===== src/logic/prs_pkg.sv =====
// constants and command codes for the program counter and return stack block
package prs_pkg;
    // ******************************
    // widths and sizes
    // ******************************
    localparam int PC_W = 21;
    localparam int SP_W = 5;
    localparam int STACK_DEPTH = 31;
    localparam int ADR_W = 8;

    // ******************************
    // register byte offsets
    // ******************************
    localparam logic [ADR_W-1:0] OFF_PC_LOW = 8'h00;
    localparam logic [ADR_W-1:0] OFF_HIGH_LATCH = 8'h04;
    localparam logic [ADR_W-1:0] OFF_UPPER_LATCH = 8'h08;
    localparam logic [ADR_W-1:0] OFF_STACK_PTR = 8'h0C;
    localparam logic [ADR_W-1:0] OFF_TOP_LOW = 8'h10;
    localparam logic [ADR_W-1:0] OFF_TOP_HIGH = 8'h14;
    localparam logic [ADR_W-1:0] OFF_TOP_UPPER = 8'h18;
    localparam logic [ADR_W-1:0] OFF_CONFIG = 8'h1C;
    localparam logic [ADR_W-1:0] OFF_PC_VIEW = 8'h20;

    // ******************************
    // field positions
    // ******************************
    localparam int SP_FULL_BIT = 7;
    localparam int SP_UNDERFLOW_BIT = 6;
    localparam int CFG_FAULT_RESET_BIT = 0;

    // ******************************
    // reset values and steps
    // ******************************
    localparam logic [PC_W-1:0] PC_RESET = 21'h00_0000;
    localparam logic [PC_W-1:0] PC_STEP = 21'h00_0002;
    localparam logic [SP_W-1:0] SP_RESET = 5'h00;
    localparam logic [SP_W-1:0] SP_EMPTY = 5'h00;
    localparam logic [SP_W-1:0] SP_LAST_FREE = 5'h1E;
    localparam logic [SP_W-1:0] SP_TOP = 5'h1F;
    localparam logic [7:0] LATCH_RESET = 8'h00;
    localparam logic FAULT_RESET_DEFAULT = 1'b1;

    // ******************************
    // core commands
    // ******************************
    typedef enum logic [3:0] {
        OP_NONE = 4'h0,
        OP_STEP = 4'h1,
        OP_JUMP = 4'h2,
        OP_CALL = 4'h3,
        OP_CALL_FAST = 4'h4,
        OP_RETURN = 4'h5,
        OP_RETURN_FAST = 4'h6,
        OP_INT_ACK = 4'h7,
        OP_INT_EXIT = 4'h8,
        OP_INT_EXIT_FAST = 4'h9,
        OP_PUSH = 4'hA,
        OP_DISCARD = 4'hB
    } prs_op_e;
endpackage


===== src/logic/prs_pc_stack.sv =====
// program counter, return address stack and fast shadow registers
//
// Notes on behaviour
// - program counter is 21 bits held as low, high and upper bytes.
// - only the low byte is software visible; high and upper go via latches. The code also reads the whole counter at OFF_PC_VIEW.
// - writing the low byte also loads high and upper from their latches.
// - reading the low byte copies high and upper bytes into the latches.
// - bit 0 is always zero; sequential flow adds two.
// - jumps, calls and branches load the counter directly, ignoring latches.
// - stack is 31 entries of 21 bits with 5-bit pointer, unmapped.
// - calls and interrupt acks push, exits pop; latches untouched.
// - push increments pointer first, then stores the return address.
// - pop loads counter from the top entry, then decrements pointer.
// - reset clears pointer; pointer zero has no entry behind it.
// - three top-of-stack registers read and write the addressed entry.
// - pointer value 0 to 31 is readable and writable.
// - full flag sets after 31 pushes; cleared by software or power-on.
// - fault reset on: 31st push stores pc plus two, sets full, resets.
// - fault reset off: pointer stops at 31, no overwrite of last entry.
// - pop when empty loads zero, sets underflow, pointer stays zero.
// - full or underflow resets the device only when fault reset enabled.
// - pointer register: full bit 7, underflow bit 6, bit 5 zero, level 4-0.
// - push instruction stores counter; discard only drops the top.
// - shadow of status, working, bank loads on interrupt; fast exit restores.
// - fast call saves the three registers, fast return restores them.
//
// The implementer's own choices: the Wishbone interface to the registers and the placing of the registers.
`timescale 1ns/1ps
module prs_pc_stack (
    // clock and reset
    input wire logic clock_i,
    input wire logic resetn_i,
    // wishbone slave
    input wire logic wb_cyc_i,
    input wire logic wb_stb_i,
    input wire logic wb_we_i,
    input wire logic [prs_pkg::ADR_W-1:0] wb_adr_i,
    input wire logic [3:0] wb_sel_i,
    input wire logic [31:0] wb_dat_i,
    output logic [31:0] wb_dat_o,
    output logic wb_ack_o,
    // core commands
    input wire logic op_valid_i,
    input wire prs_pkg::prs_op_e op_code_i,
    input wire logic [prs_pkg::PC_W-1:0] op_target_i,
    input wire logic [7:0] core_status_i,
    input wire logic [7:0] core_working_i,
    input wire logic [7:0] core_bank_i,
    // core results
    output logic [prs_pkg::PC_W-1:0] pc_o,
    output logic restore_o,
    output logic [7:0] shadow_status_o,
    output logic [7:0] shadow_working_o,
    output logic [7:0] shadow_bank_o,
    output logic fault_reset_o
);
    import prs_pkg::*;

    // ******************************
    // helpers
    // ******************************
    function automatic logic [PC_W-1:0] pc_plus2(input logic [PC_W-1:0] pc);
        pc_plus2 = pc + PC_STEP;
    endfunction

    function automatic logic [PC_W-1:0] word_align(input logic [PC_W-1:0] adr);
        word_align = {adr[PC_W-1:1], 1'b0};
    endfunction

    // ******************************
    // state
    // ******************************
    logic [PC_W-1:0] pc_r;
    logic [7:0] high_latch_r;
    logic [4:0] upper_latch_r;
    logic [SP_W-1:0] sp_r;
    logic full_r, underflow_r, fault_enable_r, fault_reset_r, ack_r;
    logic [31:0] dat_r;
    logic [7:0] sh_status_r, sh_working_r, sh_bank_r;
    logic [PC_W-1:0] stack_mem [1:STACK_DEPTH];

    // ******************************
    // decode
    // ******************************
    logic bus_req, bus_fire, bus_wr, bus_rd;
    logic is_push, is_pop, push_full, push_over, pop_empty, fault;
    logic [SP_W-1:0] sp_inc;
    logic [PC_W-1:0] tos;

    assign bus_req = wb_cyc_i & wb_stb_i;
    // effects land on the edge where the master sees ack
    assign bus_fire = bus_req & ack_r;
    assign bus_wr = bus_fire & wb_we_i & wb_sel_i[0];
    assign bus_rd = bus_fire & ~wb_we_i;

    // push and pop sources
    // push and pop
    assign is_push = op_valid_i & (op_code_i == OP_CALL || op_code_i == OP_CALL_FAST ||
                                   op_code_i == OP_INT_ACK || op_code_i == OP_PUSH);
    assign is_pop = op_valid_i & (op_code_i == OP_RETURN || op_code_i == OP_RETURN_FAST ||
                                  op_code_i == OP_INT_EXIT || op_code_i == OP_INT_EXIT_FAST ||
                                  op_code_i == OP_DISCARD);
    assign push_full = is_push & (sp_r == SP_LAST_FREE);
    assign push_over = is_push & (sp_r == SP_TOP);
    assign pop_empty = is_pop & (sp_r == SP_EMPTY);
    assign fault = fault_enable_r & (push_full | push_over | pop_empty);
    assign sp_inc = sp_r + 5'h01;
    assign tos = (sp_r == SP_EMPTY) ? PC_RESET : stack_mem[sp_r];

    // ******************************
    // wishbone handshake
    // ******************************
    // one wait state: ack rises the cycle after the request, drops after one cycle
    always_ff @(posedge clock_i or negedge resetn_i) begin
        if (!resetn_i) begin
            ack_r <= 1'b0;
        end else begin
            ack_r <= bus_req & ~ack_r;
        end
    end

    always_ff @(posedge clock_i or negedge resetn_i) begin
        if (!resetn_i) begin
            dat_r <= 32'h0000_0000;
        end else if (bus_req & ~ack_r) begin
            case (wb_adr_i)
                OFF_PC_LOW: dat_r <= {24'h00_0000, pc_r[7:0]};
                OFF_HIGH_LATCH: dat_r <= {24'h00_0000, high_latch_r};
                OFF_UPPER_LATCH: dat_r <= {27'h000_0000, upper_latch_r};
                OFF_STACK_PTR: dat_r <= {24'h00_0000, full_r, underflow_r, 1'b0, sp_r};
                OFF_TOP_LOW: dat_r <= {24'h00_0000, tos[7:0]};
                OFF_TOP_HIGH: dat_r <= {24'h00_0000, tos[15:8]};
                OFF_TOP_UPPER: dat_r <= {27'h000_0000, tos[20:16]};
                OFF_CONFIG: dat_r <= {31'h0000_0000, fault_enable_r};
                OFF_PC_VIEW: dat_r <= {11'h000, pc_r};
                default: dat_r <= 32'h0000_0000;
            endcase
        end
    end

    assign wb_ack_o = ack_r;
    assign wb_dat_o = dat_r;

    // ******************************
    // configuration
    // ******************************
    // fault reset never clears this bit, it stands for a fuse setting
    always_ff @(posedge clock_i or negedge resetn_i) begin
        if (!resetn_i) begin
            fault_enable_r <= FAULT_RESET_DEFAULT;
        end else if (bus_wr && wb_adr_i == OFF_CONFIG) begin
            fault_enable_r <= wb_dat_i[CFG_FAULT_RESET_BIT];
        end
    end

    // ******************************
    // program counter
    // ******************************
    // core commands outrank a bus write of the low byte in the same cycle
    // 21-bit counter
    always_ff @(posedge clock_i or negedge resetn_i) begin
        if (!resetn_i) begin
            pc_r <= PC_RESET;
        end else if (fault) begin
            pc_r <= PC_RESET;
        end else if (op_valid_i) begin
            case (op_code_i)
                OP_STEP, OP_PUSH, OP_DISCARD: pc_r <= pc_plus2(pc_r);
                OP_JUMP, OP_CALL, OP_CALL_FAST, OP_INT_ACK: pc_r <= word_align(op_target_i);
                OP_RETURN, OP_RETURN_FAST, OP_INT_EXIT, OP_INT_EXIT_FAST:
                    pc_r <= pop_empty ? PC_RESET : word_align(tos);
                default: pc_r <= pc_r;
            endcase
        end else if (bus_wr && wb_adr_i == OFF_PC_LOW) begin
            pc_r <= {upper_latch_r, high_latch_r, wb_dat_i[7:1], 1'b0};
        end
    end

    assign pc_o = pc_r;

    // ******************************
    // counter latches
    // ******************************
    // calls and returns leave the latches alone
    always_ff @(posedge clock_i or negedge resetn_i) begin
        if (!resetn_i) begin
            high_latch_r <= LATCH_RESET;
            upper_latch_r <= LATCH_RESET[4:0];
        end else if (fault) begin
            high_latch_r <= LATCH_RESET;
            upper_latch_r <= LATCH_RESET[4:0];
        end else if (bus_rd && wb_adr_i == OFF_PC_LOW) begin
            high_latch_r <= pc_r[15:8];
            upper_latch_r <= pc_r[20:16];
        end else if (bus_wr && wb_adr_i == OFF_HIGH_LATCH) begin
            high_latch_r <= wb_dat_i[7:0];
        end else if (bus_wr && wb_adr_i == OFF_UPPER_LATCH) begin
            upper_latch_r <= wb_dat_i[4:0];
        end
    end

    // ******************************
    // stack pointer
    // ******************************
    always_ff @(posedge clock_i or negedge resetn_i) begin
        if (!resetn_i) begin
            sp_r <= SP_RESET;
        end else if (fault) begin
            sp_r <= SP_RESET;
        end else if (is_push) begin
            sp_r <= push_over ? SP_TOP : sp_inc;
        end else if (is_pop) begin
            sp_r <= pop_empty ? SP_EMPTY : sp_r - 5'h01;
        end else if (bus_wr && wb_adr_i == OFF_STACK_PTR) begin
            sp_r <= wb_dat_i[SP_W-1:0];
        end
    end

    // ******************************
    // status flags
    // ******************************
    // hardware set wins over a software clear in the same cycle
    always_ff @(posedge clock_i or negedge resetn_i) begin
        if (!resetn_i) begin
            full_r <= 1'b0;
            underflow_r <= 1'b0;
        end else begin
            if (push_full | push_over) begin
                full_r <= 1'b1;
            end else if (bus_wr && wb_adr_i == OFF_STACK_PTR && !wb_dat_i[SP_FULL_BIT]) begin
                full_r <= 1'b0;
            end
            if (pop_empty) begin
                underflow_r <= 1'b1;
            end else if (bus_wr && wb_adr_i == OFF_STACK_PTR && !wb_dat_i[SP_UNDERFLOW_BIT]) begin
                underflow_r <= 1'b0;
            end
        end
    end

    // ******************************
    // stack storage
    // ******************************
    // unmapped storage array
    always_ff @(posedge clock_i) begin
        if (is_push && !push_over) begin
            // last push stores pc plus two when faulting
            stack_mem[sp_inc] <= fault ? pc_plus2(pc_r) : pc_r;
        end else if (bus_wr && sp_r != SP_EMPTY && !is_pop) begin
            case (wb_adr_i)
                OFF_TOP_LOW: stack_mem[sp_r] <= {tos[20:8], wb_dat_i[7:0]};
                OFF_TOP_HIGH: stack_mem[sp_r] <= {tos[20:16], wb_dat_i[7:0], tos[7:0]};
                OFF_TOP_UPPER: stack_mem[sp_r] <= {wb_dat_i[4:0], tos[15:0]};
                default: stack_mem[sp_r] <= tos;
            endcase
        end
    end

    // ******************************
    // fault reset pulse
    // ******************************
    always_ff @(posedge clock_i or negedge resetn_i) begin
        if (!resetn_i) begin
            fault_reset_r <= 1'b0;
        end else begin
            fault_reset_r <= fault;
        end
    end

    assign fault_reset_o = fault_reset_r;

    // ******************************
    // fast shadow registers
    // ******************************
    // one level only: a nested interrupt overwrites what the outer one saved
    always_ff @(posedge clock_i or negedge resetn_i) begin
        if (!resetn_i) begin
            sh_status_r <= 8'h00;
            sh_working_r <= 8'h00;
            sh_bank_r <= 8'h00;
        end else if (op_valid_i && (op_code_i == OP_INT_ACK || op_code_i == OP_CALL_FAST)) begin
            sh_status_r <= core_status_i;
            sh_working_r <= core_working_i;
            sh_bank_r <= core_bank_i;
        end
    end

    assign restore_o = op_valid_i & (op_code_i == OP_RETURN_FAST ||
                                     op_code_i == OP_INT_EXIT_FAST);
    assign shadow_status_o = sh_status_r;
    assign shadow_working_o = sh_working_r;
    assign shadow_bank_o = sh_bank_r;
endmodule


===== config.mk =====
export PLATFORM = sky130hd
export DESIGN_NAME = prs_pc_stack
export DESIGN_NICKNAME = d
export VERILOG_FILES = /design/src/logic/prs_pkg.sv /design/src/logic/prs_pc_stack.sv
export SDC_FILE = /design/constraint.sdc
export NUM_CORES = 1
export LEC_CHECK = 0
export BUFFER_PORTS_ARGS = -buffer_cell sky130_fd_sc_hd__buf_2
export CELL_PAD_IN_SITES_DETAIL_PLACEMENT = 1
export CELL_PAD_IN_SITES_GLOBAL_PLACEMENT = 1
export CORE_MARGIN = 4
export CORE_UTILIZATION = 30
export CTS_CLUSTER_DIAMETER = 150
export CTS_CLUSTER_SIZE = 20
export DETAILED_ROUTE_END_ITERATION = 10
export PLACE_DENSITY_LB_ADDON = 0.1
export SLEW_MARGIN = 25
export SYNTH_ARGS = -nofsm -noshare
export SYNTH_HDL_FRONTEND = slang
export SYNTH_SLANG_ARGS = --single-unit

===== constraint.sdc =====
create_clock -name clock_i -period 11.5 [get_ports clock_i]
set_clock_uncertainty 0.15 [all_clocks]
set_input_delay 2.3 -clock clock_i [delete_from_list [all_inputs] [get_ports clock_i]]
set_output_delay 2.3 -clock clock_i [all_outputs]
set_load 0.05 [all_outputs]

==> impl_metrics.yaml <==
status:
  status: "completed"
critical_path:
  end_kind: "output port"
  crit_chain: "buf_2 > inv_1 > nor2_1 > buf_2"
  critical_path_arrival_ns: 4.17
  crit_path_top_delay_cell: "inv_1"
  r2r-start: "sp_r[0]$_DFFE_PN0P_"
  r2r_cells: 8
  path_max_fanout: 36
  rrSetupSlack_ns: 6.00
  start_kind: "primary input"
  reg2reg_to: "stack_mem[19][7]$_DFFE_PP_"
  cp_common_cell: "buf_2"
  cp.required_ns: 9.05
  critPathKind: "in -> out"
  critPathMaxStageDelay_ns: 0.67
routing:
  antenna_left: 0
  dr.pass1.iters: 8
  drc: 0
  drt_iter0_drc: 1341
  routed_wl_um: 100000
  vias: 18800
  avgRoutedWirePerCell_um: 28.4
  via_per_inst: 5.31
worst_hold_path:
  min_to: "wb_dat_o[10]$_DFFE_PN0P_"
  hold_depth: 1
  min_path_type: "reg -> reg"
  worstHoldStart: "wb_dat_o[10]$_DFFE_PN0P_"
synth:
  yosysUniqueCellTypes: 80
  ys_top_cells_by_area: "edfxtp_1 (62%), dfrtp_1 (6.9%), mux2i_1 (5.7%)"
  synth_area_um2: 31600
  synthFlopType: "edfxtp_1"
  synth_edf_count: 651
  syn_area_per_cell_um2: 15.8
  synthArstFlopShare_pct: 11.9
  synth_seq_cells: 739
  seq_area_frac_synth_pct: 68.8
  synth_top_cell_by_area: "edfxtp_1"
  yosys_warnings: 0
  yosysTopAreaCellShare_pct: 61.9
  synthCells: 2000
power:
  p_leak_nw: 11.9
  power_density_nw_per_um2: 188
  ir_drop_uv: 107
cts:
  cts_resized: 0
  cts_tree: "yes"
  clockBufferDepth: 3
  cts_setup_buffers: 0
  cts_root_buf: "clkbuf_16"
  cts.sinks: 739
  h-tree-depth: 2
  cts_hold_buf: 0
  cts_made_buffers: 42
  insertion_delay_ns: 0.62
  clkSlewWorstSetupHoldPaths_ns: 0.09
global_route:
  grt_start_max_net_pins: 107
  grt_overflow: 0
  grt_use_total_pct: 17.7
  use_met1_pct: 24.5
  grt_first_pass_wirelength_um: 145000
  top_usage_layer: "met2"
  grt_pass1_vias: 19800
  antenna_found_initial: 1
  met3_usage_pct: 2.05
  met2_usage_pct: 30.1
placed_design:
  place.gp.congestion: 0.855
  dp_hpwl_um: 65900
  io_buffers: 138
floorplanning:
  rows: 118
  die_area_um2: 111000
  die_h_um: 333
  die_width_um: 333
  num_io_pins: 179
  core-area_um2: 104000
  start_util_pct: 30.4
final_layout:
  regArea_um2: 21800
  mostFrequentLayoutCell: "edfxtp_1"
  diodes: 0
  multi_input_area_um2: 9470
  fillers: 10600
  fin_nets: 2246
  drive_gt1_share_pct: 22.4
  syn2layout_area_growth_pct: 12.6
  final_cell_mix: "edfxtp_1 (651), mux2i_1 (175), buf_2 (137)"
sta:
  fin_crit_ns: 6.62
  hold_viol_final: 0
  setup_viol: 0
  worstMarginPinSlew_ns: 0.964
  holdWs_ns: 0.355
  rsz0062_at_grt: "false"
  relSlewSlack_pct: 34.1
  finalCritPeriodShare_pct: 57.5
  fmax_mhz: 151
  drv_slew: 0
  finalSetupTns_ns: 0
run:
  cap_violations: 0
-- synthesized netlist by cell type (all sizes together) (12+ instances only) --
cell type,n
a211oi,34
a21oi,50
a221oi,23
a22o,19
a22oi,90
a31oi,12
and2,13
and3,16
buf,64
clkbuf,82
dfrtp,87
edfxtp,651
inv,17
mux2,57
mux2i,179
mux4,71
nand2,69
nand3,38
nand4,20
nor2,82
nor2b,17
nor3,56
o211ai,25
o21ai,34
o31ai,18
xnor2,21
xor2,15
-- flip-flops by register name, summed over array words and instances (netlist names) --
| signal | cells |
|---|---|
| stack_mem | 651 |
| wb_dat_o | 21 |
| pc_o | 20 |
| high_latch_r | 8 |
| shadow_bank_o | 8 |
| shadow_status_o | 8 |
| shadow_working_o | 8 |
| sp_r | 5 |
| upper_latch_r | 5 |
| fault_enable_r | 1 |
| fault_reset_o | 1 |
| full_r | 1 |
| underflow_r | 1 |
| wb_ack_o | 1 |
-- through the flow --
step	total power, W	utilization, %	instance area (µm²)	cells	worst slack [ns]
detailed placement	0.00520	33.0	34400	3475	4.62
floorplan	0.00442	-	31600	2011	5.33
CTS	0.00677	34.1	35500	3533	4.84
global placement	0.00516	33.0	34300	3474	4.73
global route	0.00699	34.2	35600	3535	4.78
finish	0.00667	34.2	35600	3535	4.88
-- power breakdown --
part	internal (W)	switching [W]
combinational	0.000564	0.00126
clock	0.000678	0.000882
sequential	0.00317	0.000117
-- worst max-delay path, delay by kind of cell --
| kind | cells | cell delay (ns) |
|---|---|---|
| and+or+nand+nor | 1 | 0.24 |
| buffers and inverters | 3 | 1.61 |
-- kinds of logic (layout without fill, tap and decap cells) --
logic type	count (synthesis)	count (layout)	synth area share [%]
flops	739	739	68.8
compound gates	384	384	8.91
simple gates	364	364	5.84
mux	307	307	12.8
buf+inv	163	307	2.41
xor+xnor	36	36	0.998
fa+ha+maj	6	6	0.238
other cells	1	12	0.0119
-- how the worst max path moves through the flow --
stage | from | to | slack [ns]
after floorplan | op_valid_i | restore_o | 5.33
after global placement | op_valid_i | stack_mem[2][17]$_DFFE_PP_ | 4.73
after detailed placement | op_valid_i | stack_mem[1][9]$_DFFE_PP_ | 4.62
after CTS | op_valid_i | restore_o | 4.84
after global routing | op_valid_i | restore_o | 4.78
final | op_valid_i | restore_o | 4.88
-- layout make-up --
cell class | instances | area share, %
clock buffer | 55 | 3.09
inverter | 17 | 0.179
clock inverter | 3 | 0.155
sequential | 739 | 61.1
multi-input combinational | 1109 | 26.6
tap | 1380 | 4.85
timing repair buffer | 232 | 3.98
-- layer usage --
| metal | up-vias | share of wire (%) | wire [µm] |
|---|---|---|---|
| met5 | - | 0 | 0 |
| met4 | 0 | 1.8 | 1860 |
| met3 | 78 | 3.8 | 3860 |
| met2 | 401 | 49 | 49000 |
| met1 | 10100 | 45 | 45600 |
| li1 | 8250 | - | - |
Power figures use the tool's default switching activity.
